### config.mk
export PLATFORM = sky130hd
export DESIGN_NAME = core_pointer_power_timer_ctrl
export DESIGN_NICKNAME = d
export VERILOG_FILES = /design/src/core/core_pointer_power_timer_ctrl.v /design/src/core/ext_irq_flag.v
export VERILOG_INCLUDE_DIRS = /design/src /design/src/core
export SDC_FILE = /design/constraint.sdc
export NUM_CORES = 1
export LEC_CHECK = 0
export ABC_AREA = 1
export BUFFER_PORTS_ARGS = -buffer_cell sky130_fd_sc_hd__buf_2
export CELL_PAD_IN_SITES_DETAIL_PLACEMENT = 0
export CELL_PAD_IN_SITES_GLOBAL_PLACEMENT = 1
export CORE_ASPECT_RATIO = 1.5
export CORE_UTILIZATION = 33
export CTS_CLUSTER_SIZE = 10
export DETAILED_ROUTE_END_ITERATION = 8
export PLACE_DENSITY = 0.79
export SLEW_MARGIN = 25
export SYNTH_ARGS = -nofsm -noshare
export SYNTH_HDL_FRONTEND = slang
export SYNTH_SLANG_ARGS = --single-unit
### constraint.sdc
create_clock -name clock_i -period 1.1 [get_ports clock_i]
set_input_delay 0.055 -clock clock_i [delete_from_list [all_inputs] [get_ports clock_i]]
set_output_delay 0.055 -clock clock_i [all_outputs]
set_load 0.05 [all_outputs]
### src/core/core_ptr_consts.vh
// register offsets, field positions and reset values of the pointer, power and timer control bank
// assumes inclusion by core/*.v only
`ifndef CORE_PTR_CONSTS_VH
`define CORE_PTR_CONSTS_VH
`define ADDR_POINTER_LOW 8'h82
`define ADDR_POINTER_HIGH 8'h83
`define ADDR_POWER_CONTROL 8'h87
`define ADDR_TIMER_IRQ_CONTROL 8'h88
`define ADDR_SERIAL_CONTROL 8'h98
`define PC_BAUD_DOUBLER 7
`define PC_FRAME_CHECK_SELECT 6
`define PC_BROWNOUT_FLAG 5
`define PC_POWER_ON_FLAG 4
`define PC_USER_FLAG_1 3
`define PC_USER_FLAG_0 2
`define PC_POWER_DOWN_REQUEST 1
`define PC_LIGHT_SLEEP_REQUEST 0
`define TC_TIMER1_OVERFLOW_FLAG 7
`define TC_TIMER1_RUN 6
`define TC_TIMER0_OVERFLOW_FLAG 5
`define TC_TIMER0_RUN 4
`define TC_EXT_IRQ1_FLAG 3
`define TC_EXT_IRQ1_TRIGGER_TYPE 2
`define TC_EXT_IRQ0_FLAG 1
`define TC_EXT_IRQ0_TRIGGER_TYPE 0
`define RESET_BYTE 8'h00
`endif

### src/core/core_pointer_power_timer_ctrl.v
// pointer, power control and timer/interrupt control register bank
// assumes a single-cycle strobe register port, inputs synchronous to clock_i
// Function
// - the low byte of the data pointer is a readable and writable register.
// - the high byte of the data pointer is a second register and joins the low byte into the word.
// - with frame check select clear, serial control bit 7 reads and writes as mode bit 0.
// - with frame check select set, serial control bit 7 reads as the framing error flag.
// - writing one to the power down request stops all clocks and freezes execution.
// - timer overflows set their overflow flags at bits 7 and 5.
// - a timer overflow flag is cleared when its service routine is vectored to.
// - software can both set and clear either timer overflow flag.
// - the timer run bits 6 and 4 are software controlled and start or halt the timers.
// - a selected edge or level on an external interrupt pin sets its flag at bit 3 or 1.
// - vectoring clears an external interrupt flag only in edge triggered mode.
// - in level mode an external interrupt flag follows the inverse of its pin.
// - trigger type bits 2 and 0 select falling edge when one and low level when zero.
//
// Local design decision: the plain strobed port.
`include "core_ptr_consts.vh"
module core_pointer_power_timer_ctrl #(
  parameter ADDR_WIDTH = 8,
  parameter DATA_WIDTH = 8
) (
  // clock and reset
  input wire clock_i,
  input wire sys_rst_i,
  // register port
  input wire [ADDR_WIDTH-1:0] addr_i,
  input wire [DATA_WIDTH-1:0] wdata_i,
  input wire write_i,
  input wire read_i,
  output reg [DATA_WIDTH-1:0] rdata_o,
  // reset cause and serial status
  input wire brownout_event_i,
  input wire power_on_event_i,
  input wire frame_error_i,
  // timer and interrupt events
  input wire timer1_overflow_i,
  input wire timer0_overflow_i,
  input wire timer1_vector_i,
  input wire timer0_vector_i,
  input wire ext_irq1_vector_i,
  input wire ext_irq0_vector_i,
  input wire ext_irq1_pin_i,
  input wire ext_irq0_pin_i,
  // control outputs
  output wire [15:0] data_pointer_word_o,
  output wire baud_doubler_o,
  output wire serial_mode0_o,
  output wire timer1_run_o,
  output wire timer0_run_o,
  output wire timer1_overflow_flag_o,
  output wire timer0_overflow_flag_o,
  output wire ext_irq1_flag_o,
  output wire ext_irq0_flag_o,
  output wire ext_irq1_trigger_type_o,
  output wire ext_irq0_trigger_type_o,
  output wire cpu_clock_enable_o,
  output wire periph_clock_enable_o,
  // wakeup
  input wire wakeup_i
);
  reg [7:0] pointer_low_byte;
  reg [7:0] pointer_high_byte;
  reg baud_doubler;
  reg frame_check_select;
  reg brownout_flag;
  reg power_on_flag;
  reg user_flag_1;
  reg user_flag_0;
  reg power_down_request;
  reg light_sleep_request;
  reg timer1_overflow_flag;
  reg timer0_overflow_flag;
  reg timer1_run;
  reg timer0_run;
  reg ext_irq1_trigger_type;
  reg ext_irq0_trigger_type;
  reg serial_mode0;
  reg [DATA_WIDTH-1:0] next_rdata;
  wire ext_irq1_flag;
  wire ext_irq0_flag;

  function hit;
    input [ADDR_WIDTH-1:0] a;
    input [7:0] target;
    begin
      hit = (a == target[ADDR_WIDTH-1:0]);
    end
  endfunction

  wire wr_pl = write_i & hit(addr_i, `ADDR_POINTER_LOW);
  wire wr_ph = write_i & hit(addr_i, `ADDR_POINTER_HIGH);
  wire wr_pc = write_i & hit(addr_i, `ADDR_POWER_CONTROL);
  wire wr_tc = write_i & hit(addr_i, `ADDR_TIMER_IRQ_CONTROL);
  wire wr_sc = write_i & hit(addr_i, `ADDR_SERIAL_CONTROL);

  // read data is a flop, so it stands only in the cycle after the strobe
  always @(posedge clock_i or posedge sys_rst_i) begin
    if (sys_rst_i) begin
      rdata_o <= `RESET_BYTE;
    end else begin
      rdata_o <= next_rdata;
    end
  end

  always @(posedge clock_i or posedge sys_rst_i) begin
    if (sys_rst_i) begin
      pointer_low_byte <= `RESET_BYTE;
    end else if (wr_pl) begin
      pointer_low_byte <= wdata_i[7:0];
    end
  end

  always @(posedge clock_i or posedge sys_rst_i) begin
    if (sys_rst_i) begin
      pointer_high_byte <= `RESET_BYTE;
    end else if (wr_ph) begin
      pointer_high_byte <= wdata_i[7:0];
    end
  end

  always @(posedge clock_i or posedge sys_rst_i) begin
    if (sys_rst_i) begin
      baud_doubler <= 1'b0;
    end else if (wr_pc) begin
      baud_doubler <= wdata_i[`PC_BAUD_DOUBLER];
    end
  end

  always @(posedge clock_i or posedge sys_rst_i) begin
    if (sys_rst_i) begin
      frame_check_select <= 1'b0;
    end else if (wr_pc) begin
      frame_check_select <= wdata_i[`PC_FRAME_CHECK_SELECT];
    end
  end

  always @(posedge clock_i or posedge sys_rst_i) begin
    if (sys_rst_i) begin
      user_flag_1 <= 1'b0;
    end else if (wr_pc) begin
      user_flag_1 <= wdata_i[`PC_USER_FLAG_1];
    end
  end

  always @(posedge clock_i or posedge sys_rst_i) begin
    if (sys_rst_i) begin
      user_flag_0 <= 1'b0;
    end else if (wr_pc) begin
      user_flag_0 <= wdata_i[`PC_USER_FLAG_0];
    end
  end

  // cause flags: hardware set wins over software write
  always @(posedge clock_i or posedge sys_rst_i) begin
    if (sys_rst_i) begin
      brownout_flag <= 1'b0;
    end else if (brownout_event_i) begin
      brownout_flag <= 1'b1;
    end else if (wr_pc) begin
      brownout_flag <= wdata_i[`PC_BROWNOUT_FLAG];
    end
  end

  always @(posedge clock_i or posedge sys_rst_i) begin
    if (sys_rst_i) begin
      power_on_flag <= 1'b0;
    end else if (power_on_event_i) begin
      power_on_flag <= 1'b1;
    end else if (wr_pc) begin
      power_on_flag <= wdata_i[`PC_POWER_ON_FLAG];
    end
  end

  // sleep requests self-clear on wakeup so execution resumes
  always @(posedge clock_i or posedge sys_rst_i) begin
    if (sys_rst_i) begin
      power_down_request <= 1'b0;
    end else if (wr_pc && wdata_i[`PC_POWER_DOWN_REQUEST]) begin
      power_down_request <= 1'b1;
    end else if (wakeup_i) begin
      power_down_request <= 1'b0;
    end
  end

  always @(posedge clock_i or posedge sys_rst_i) begin
    if (sys_rst_i) begin
      light_sleep_request <= 1'b0;
    end else if (wr_pc && wdata_i[`PC_LIGHT_SLEEP_REQUEST]) begin
      light_sleep_request <= 1'b1;
    end else if (wakeup_i) begin
      light_sleep_request <= 1'b0;
    end
  end

  // mode bit is only written when the frame flag is not shown
  always @(posedge clock_i or posedge sys_rst_i) begin
    if (sys_rst_i) begin
      serial_mode0 <= 1'b0;
    end else if (wr_sc && !frame_check_select) begin
      serial_mode0 <= wdata_i[7];
    end
  end

  always @(posedge clock_i or posedge sys_rst_i) begin
    if (sys_rst_i) begin
      timer1_run <= 1'b0;
    end else if (wr_tc) begin
      timer1_run <= wdata_i[`TC_TIMER1_RUN];
    end
  end

  always @(posedge clock_i or posedge sys_rst_i) begin
    if (sys_rst_i) begin
      timer0_run <= 1'b0;
    end else if (wr_tc) begin
      timer0_run <= wdata_i[`TC_TIMER0_RUN];
    end
  end

  always @(posedge clock_i or posedge sys_rst_i) begin
    if (sys_rst_i) begin
      ext_irq1_trigger_type <= 1'b0;
    end else if (wr_tc) begin
      ext_irq1_trigger_type <= wdata_i[`TC_EXT_IRQ1_TRIGGER_TYPE];
    end
  end

  always @(posedge clock_i or posedge sys_rst_i) begin
    if (sys_rst_i) begin
      ext_irq0_trigger_type <= 1'b0;
    end else if (wr_tc) begin
      ext_irq0_trigger_type <= wdata_i[`TC_EXT_IRQ0_TRIGGER_TYPE];
    end
  end

  // set wins, so an overflow in the cycle of a clear is never lost
  always @(posedge clock_i or posedge sys_rst_i) begin
    if (sys_rst_i) begin
      timer1_overflow_flag <= 1'b0;
    end else if (timer1_overflow_i) begin
      timer1_overflow_flag <= 1'b1;
    end else if (wr_tc) begin
      timer1_overflow_flag <= wdata_i[`TC_TIMER1_OVERFLOW_FLAG];
    end else if (timer1_vector_i) begin
      timer1_overflow_flag <= 1'b0;
    end
  end

  always @(posedge clock_i or posedge sys_rst_i) begin
    if (sys_rst_i) begin
      timer0_overflow_flag <= 1'b0;
    end else if (timer0_overflow_i) begin
      timer0_overflow_flag <= 1'b1;
    end else if (wr_tc) begin
      timer0_overflow_flag <= wdata_i[`TC_TIMER0_OVERFLOW_FLAG];
    end else if (timer0_vector_i) begin
      timer0_overflow_flag <= 1'b0;
    end
  end

  ext_irq_flag irq1_flag (
    .clock_i(clock_i),
    .sys_rst_i(sys_rst_i),
    .pin_i(ext_irq1_pin_i),
    .trigger_type_i(ext_irq1_trigger_type),
    .vector_ack_i(ext_irq1_vector_i),
    .sw_write_i(wr_tc),
    .sw_value_i(wdata_i[`TC_EXT_IRQ1_FLAG]),
    .flag_o(ext_irq1_flag)
  );

  ext_irq_flag irq0_flag (
    .clock_i(clock_i),
    .sys_rst_i(sys_rst_i),
    .pin_i(ext_irq0_pin_i),
    .trigger_type_i(ext_irq0_trigger_type),
    .vector_ack_i(ext_irq0_vector_i),
    .sw_write_i(wr_tc),
    .sw_value_i(wdata_i[`TC_EXT_IRQ0_FLAG]),
    .flag_o(ext_irq0_flag)
  );

  always @* begin
    next_rdata = {DATA_WIDTH{1'b0}};
    if (read_i) begin
      if (hit(addr_i, `ADDR_POINTER_LOW)) begin
        next_rdata[7:0] = pointer_low_byte;
      end else if (hit(addr_i, `ADDR_POINTER_HIGH)) begin
        next_rdata[7:0] = pointer_high_byte;
      end else if (hit(addr_i, `ADDR_POWER_CONTROL)) begin
        next_rdata[7:0] = {baud_doubler, frame_check_select, brownout_flag, power_on_flag,
                           user_flag_1, user_flag_0, power_down_request, light_sleep_request};
      end else if (hit(addr_i, `ADDR_TIMER_IRQ_CONTROL)) begin
        next_rdata[7:0] = {timer1_overflow_flag, timer1_run, timer0_overflow_flag, timer0_run,
                           ext_irq1_flag, ext_irq1_trigger_type, ext_irq0_flag, ext_irq0_trigger_type};
      end else if (hit(addr_i, `ADDR_SERIAL_CONTROL)) begin
        next_rdata[7] = frame_check_select ? frame_error_i : serial_mode0;
      end
    end
  end

  assign data_pointer_word_o = {pointer_high_byte, pointer_low_byte};
  assign baud_doubler_o = baud_doubler;
  assign serial_mode0_o = serial_mode0;
  assign timer1_run_o = timer1_run;
  assign timer0_run_o = timer0_run;
  assign timer1_overflow_flag_o = timer1_overflow_flag;
  assign timer0_overflow_flag_o = timer0_overflow_flag;
  assign ext_irq1_flag_o = ext_irq1_flag;
  assign ext_irq0_flag_o = ext_irq0_flag;
  assign ext_irq1_trigger_type_o = ext_irq1_trigger_type;
  assign ext_irq0_trigger_type_o = ext_irq0_trigger_type;
  // peripherals keep their clock in light sleep, not in power down
  assign cpu_clock_enable_o = ~(power_down_request | light_sleep_request);
  assign periph_clock_enable_o = ~power_down_request;
endmodule

### src/core/ext_irq_flag.v
// one external interrupt flag with edge or level capture
// assumes pin synchronous to clock_i, pin is active low
module ext_irq_flag (
  // clock and reset
  input wire clock_i,
  input wire sys_rst_i,
  // pin and control
  input wire pin_i,
  input wire trigger_type_i,
  input wire vector_ack_i,
  input wire sw_write_i,
  input wire sw_value_i,
  // flag
  output reg flag_o
);
  reg pin_prev;
  wire falling;
  assign falling = pin_prev & ~pin_i;
  always @(posedge clock_i or posedge sys_rst_i) begin
    if (sys_rst_i) begin
      pin_prev <= 1'b1;
      flag_o <= 1'b0;
    end else begin
      pin_prev <= pin_i;
      if (!trigger_type_i)
        flag_o <= ~pin_i;
      else if (falling)
        flag_o <= 1'b1; // set wins over clear
      else if (sw_write_i)
        flag_o <= sw_value_i;
      else if (vector_ack_i)
        flag_o <= 1'b0;
    end
  end
endmodule
# [Word level (Yosys, flattened, before mapping)]
# Cells that the tools add are included.
[classes] bitwise=12 n_mux=29 n_reduce_logical=10 n_eq_ne=7
[op_table] operator="equality test 8 bit (second input constant)" count=5
[op_table] operator="2-to-1 mux 8 bit" count=4
[op_table] operator="2-to-1 mux 1 bit" count=24
[op_table] operator="inequality test 4 x 2 -> 1 bit (second input constant)" count=2
[op_table] operator="nonzero test 2 bit" count=4
[op_table] operator="bitwise AND 1 bit" count=7
[op_table] operator="2-to-1 mux 7 bit" count=1
[op_table] operator="nonzero test 3 bit" count=2
[op_table] operator="inverter 1 bit" count=4
[op_table] operator="logical AND 1 bit" count=3
[op_table] operator="logical NOT 1 bit" count=1
[op_table] operator="bitwise OR 1 bit" count=1
[totals] elab_cells=80 inputBits=32 ff_bits=43

# [Logic depth before layout (Yosys ltp)]
[logic_depth] depth_word=7 mapped_depth=8

# [Cells and area by module]
# Synthesis repeated with hierarchy kept, for this count alone.
[unflattened] hier_cells=255 area_unflattened_um2=2170.8
[modules_own_cells] mod="core_pointer_power_timer_ctrl" instances=1 cells_each=229 area_each_um2=1968.1 seq_area_each_um2=975.9
[modules_own_cells] mod="ext_irq_flag" instances=2 cells_each=13 area_each_um2=101.3 seq_area_each_um2=51.3

# [Worst setup path before layout]
# Ideal clock, no wire load.
[synth_path] kind="reg-to-reg" startpoint="reg serial_mode0, in the netlist serial_mode0_o" endpoint="reg rdata_o[7]" setup_time_ns=0.072 n_path_buf=0 stages_incl_launch_ff=7 required_ns=1.028 t_arrival_ns=1.114 path_slack_ns=-0.086 period_less_slack_ns=1.186 cell_sequence="dfrtp_1 > inv_1 > o21ai_0 > nand3_1 > nand3_1 > nor2_1 > nor2_1"
[synth_via] elab_chain_len=7
[synth_rtl] element="start: declaration" line="core_pointer_power_timer_ctrl.v:79" text="reg serial_mode0;"
[synth_rtl] element="start signal: assignment" line="core_pointer_power_timer_ctrl.v:202" text="serial_mode0 <= wdata_i[7];"
[synth_rtl] element="2-to-1 mux 1 bit" line="core_pointer_power_timer_ctrl.v:299" text="next_rdata[7] = frame_check_select ? frame_error_i : serial_mode0;"
[synth_rtl] element="2-to-1 mux 1 bit" line="core_pointer_power_timer_ctrl.v:298" text="end else if (hit(addr_i, `ADDR_SERIAL_CONTROL)) begin"
[synth_rtl] element="2-to-1 mux 1 bit" line="core_pointer_power_timer_ctrl.v:295" text="end else if (hit(addr_i, `ADDR_TIMER_IRQ_CONTROL)) begin"
[synth_rtl] element="2-to-1 mux 8 bit" line="core_pointer_power_timer_ctrl.v:292" text="end else if (hit(addr_i, `ADDR_POWER_CONTROL)) begin"
[synth_rtl] element="2-to-1 mux 8 bit" line="core_pointer_power_timer_ctrl.v:290" text="end else if (hit(addr_i, `ADDR_POINTER_HIGH)) begin"
[synth_rtl] element="2-to-1 mux 8 bit" line="core_pointer_power_timer_ctrl.v:288" text="if (hit(addr_i, `ADDR_POINTER_LOW)) begin"
[synth_rtl] element="2-to-1 mux 8 bit" line="core_pointer_power_timer_ctrl.v:287" text="if (read_i) begin"
[synth_rtl] element="net next_rdata[7]" line="core_pointer_power_timer_ctrl.v:80" text="reg [DATA_WIDTH-1:0] next_rdata;"
[synth_rtl] element="end signal: assignment" line="core_pointer_power_timer_ctrl.v:101" text="rdata_o <= `RESET_BYTE;"
[synth_rtl] element="end signal: assignment" line="core_pointer_power_timer_ctrl.v:103" text="rdata_o <= next_rdata;"
[synth_rtl] element="end: declaration" line="core_pointer_power_timer_ctrl.v:32" text="output reg [DATA_WIDTH-1:0] rdata_o,"
# The timed path passes the listed nets, and every way through them passes these cells.
# A chain may end at the register's enable or synchronous reset.

# [Worst setup path in the final report]
[layout_path] startpoint="reg light_sleep_request" endpoint="out cpu_clock_enable_o"
[layout_via] elab_chain_len=2
[layout_rtl] element="start: declaration" line="core_pointer_power_timer_ctrl.v:72" text="reg light_sleep_request;"
[layout_rtl] element="start signal: assignment" line="core_pointer_power_timer_ctrl.v:189" text="light_sleep_request <= 1'b0;"
[layout_rtl] element="start signal: assignment" line="core_pointer_power_timer_ctrl.v:191" text="light_sleep_request <= 1'b1;"
[layout_rtl] element="start signal: assignment" line="core_pointer_power_timer_ctrl.v:193" text="light_sleep_request <= 1'b0;"
[layout_rtl] element="bitwise OR 1 bit" line="core_pointer_power_timer_ctrl.v:316" text="assign cpu_clock_enable_o = ~(power_down_request | light_sleep_request);"
[layout_rtl] element="inverter 1 bit" line="core_pointer_power_timer_ctrl.v:316"
[layout_rtl] element="end: declaration" line="core_pointer_power_timer_ctrl.v:58" text="output wire cpu_clock_enable_o,"
# Every way passes these cells.

==> out/metrics.yaml <==
outcome: "completed"
fp.dieH_um: 98.7
synth_fa_ha_area_share_pct: 0
finalClockSkew_ns: 0.00521
yosys.area.top_type: "dfrtp_1"
synthCells: 233
slew_viol_final: 0
cp.required_ns: 1.04
wl_per_cell_um: 13.8
synthXorXnorAreaFrac_pct: 0
core_um2: 5910
grt_max_degree: 44
placed_cell_area_um2: 2600
synth-simple-area-share_pct: 26.0
drt_drc_violations_left: 0
synth_compound_area_share_pct: 14.4
syn_area_um2: 2060
grt_pass1_wl_mm: 8.89
drive_above_1_share_pct: 32.1
worstSetupPathType: "reg -> out"
postLayoutCellArea_um2: 2800
yosys_warnings: 0
fin_crit_sh_pct: 97.3
cts_tree: "done"
final-setup-viol-count: 0
cts_max_level: 2
gp_congestion: 0.804
wl_mm: 5.56
yosys-top-cells-area: "dfrtp_1 50%, nand2_1 8.8%, o21ai_0 7.1%"
slew_headroom_pct: 80.5
p_per_area_nw_per_um2: 1170
drt.antenna.violating_nets: 0
port_buffers: 67
antenna_found_initial: 0
syn2layout_area_growth_pct: 36.1
netlist.area_leader.share_pct: 49.8
final_nets: 361
grt_overflow: 0
tightest_slew_ns: 0.292
die_area_um2: 6560
cellLeakagePower_nw: 1.47
max_freq_ghz: 0.935
insertion_delay_ns: 0.29
path_clk_slew_ns: 0.08
via_count: 1936
p_total_mw: 3.29
cp-start-kind: "flip-flop"
critPathArrivalTime_ns: 1.01
synth_top_family_by_area: "simple AND/OR/NAND/NOR gates"
cts_max_path_buffers: 2
ys_types: 28
syn_avg_cell_area_um2: 8.83
worst_setup_path_end_kind: "output pin"
synth_seq_cells: 43
synthMuxAreaShare_pct: 0
floorplan.initialDensity_pct: 34.8
ir_drop_mv: 0.781
post-dp-hpwl_mm: 4.21
num_antenna_cells: 0
firstDrtPassIters: 4
floorplan.rows: 34
hold_path_class: "in -> reg"
die_width_um: 66.5
first_iter_violations: 77
fillCellCount: 616
grtUsageTotal_pct: 18.2
cp_max_fo: 2
synth_seq_area_share_pct: 52.4
cts_buffers: 5
syn-num-nets: 265
ioPinCount: 68
maxCapViolCount: 0
clkSinkCount: 43
grt_pass1_vias: 1898
hold_viol: 0
period_needed_ns: 1.07
clockRootBuffer: "clkbuf_8"
routed_via_density: 4.82
[critical path, cell delays in order (launching register included)]
cell and delay (ns):
dfrtp_1 0.38, nor2_1 0.16, buf_6 0.18
[path summary, 6_finish.rpt]
kind | from | end | slack (ns) | cells past startpoint
min in group asynchronous | sys_rst_i | rdata_o[5] | 0.33 | 4
worst max-delay path | light_sleep_request | cpu_clock_enable_o | 0.03 | 2
worst min register to register | brownout_flag | brownout_flag | 0.50 | 2
worst min-delay path | timer1_vector_i | timer1_overflow_flag_o | 0.002 | 3
worst max register to register | serial_mode0_o | rdata_o[7] | 0.09 | 6
max in group asynchronous | sys_rst_i | irq1_flag.pin_prev | 0.48 | 4
[routing by layer]
layer | vias up | part of all wire (%) | GRT usage [%]
li1 | 958 | - | -
met1 | 915 | 39 | 20.9
met2 | 50 | 53 | 32.1
met3 | 13 | 4.0 | 3.01
met4 | 0 | 3.1 | 8.18
met5 | - | 0 | 0
[state kept, by name (all words and copies together), names as in the netlist]
register	flops
irq0_flag.flag_o	1
timer0_overflow_flag_o	1
irq1_flag.pin_prev	1
power_down_request	1
timer1_overflow_flag_o	1
user_flag_1	1
light_sleep_request	1
irq1_flag.flag_o	1
rdata_o	8
pointer_low_byte	8
power_on_flag	1
ext_irq1_trigger_type_o	1
user_flag_0	1
ext_irq0_trigger_type_o	1
brownout_flag	1
baud_doubler_o	1
timer1_run_o	1
pointer_high_byte	8
frame_check_select	1
timer0_run_o	1
irq0_flag.pin_prev	1
serial_mode0_o	1
[synthesized netlist by cell type (all sizes together)]
library cell and number:
nand2 49, a21oi 5, nand4 8, o21ai 35, buf 5, o2111ai 1, clkinv 1, nand3b 2
o21bai 2, o22ai 2, inv 27, nand3 21, nor2 22, clkbuf 1, o21a 8, nor3 1
dfrtp 41, dfstp 2
[cells by family after synthesis]
| group | Yosys count |
|---|---|
| AO/OA/AOI/OAI | 53 |
| buffers and inverters | 34 |
| flip-flops | 43 |
| AND/OR/NAND/NOR | 103 |
[metrics by stage]
stage          setup WS, ns  cells  hold WS, ns  utilization [%]  setup TNS (ns)
6_report             0.0301    402      0.00235             47.4               0
5_1_grt             -0.0111    402       0.0244             47.4         -0.0111
4_1_cts             0.00716    402     0.000983             47.1               0
3_5_place_dp         -0.223    384        0.112             44.0           -2.60
3_3_place_gp         -0.181    384        0.101             44.0           -1.84
2_1_floorplan       -0.0459    233       0.0595                -         -0.0459
[cells in the final DEF (no fill, tap or decap), types with 5 or more instances in the layout]
cell type / synthesis / layout
inv_1: 27 / 26
clkbuf_8: 0 / 5
nand3_1: 18 / 17
buf_2: 2 / 64
nor2_1: 18 / 17
dlygate4sd3_1: 0 / 10
o21a_1: 8 / 8
nand4_1: 7 / 7
a21oi_1: 5 / 5
dfrtp_1: 41 / 40
buf_4: 1 / 18
nand2_1: 48 / 48
o21ai_1: 6 / 8
o21ai_0: 29 / 27
[timing repair]
item | 4_1_cts | 5_1_grt
resized for setup | 1 | 9
setup endpoints to repair | 1 | 5
endpoints found under the hold margin | 49 | 0
hold buffers | 10 | 0
pin swaps | 0 | 2
setup buffers | 0 | 0
[cell type report]
class,count,area (um2),share of cell area (%)
sequential,43,1080,38.5
multi-input combinational,156,838,29.9
timing repair buffer,95,607,21.7
inverter,28,105,3.75
tap,72,90.1,3.22
clock buffer,7,76.3,2.72
clock inverter,1,5.00,0.179
[power by group]
| group | total, mW | internal [mW] | switching (mW) |
|---|---|---|---|
| Combinational | 0.601 | 0.189 | 0.412 |
| Sequential | 1.70 | 1.65 | 0.0528 |
| Clock | 0.983 | 0.446 | 0.537 |
Power figures use the tool's default switching activity.
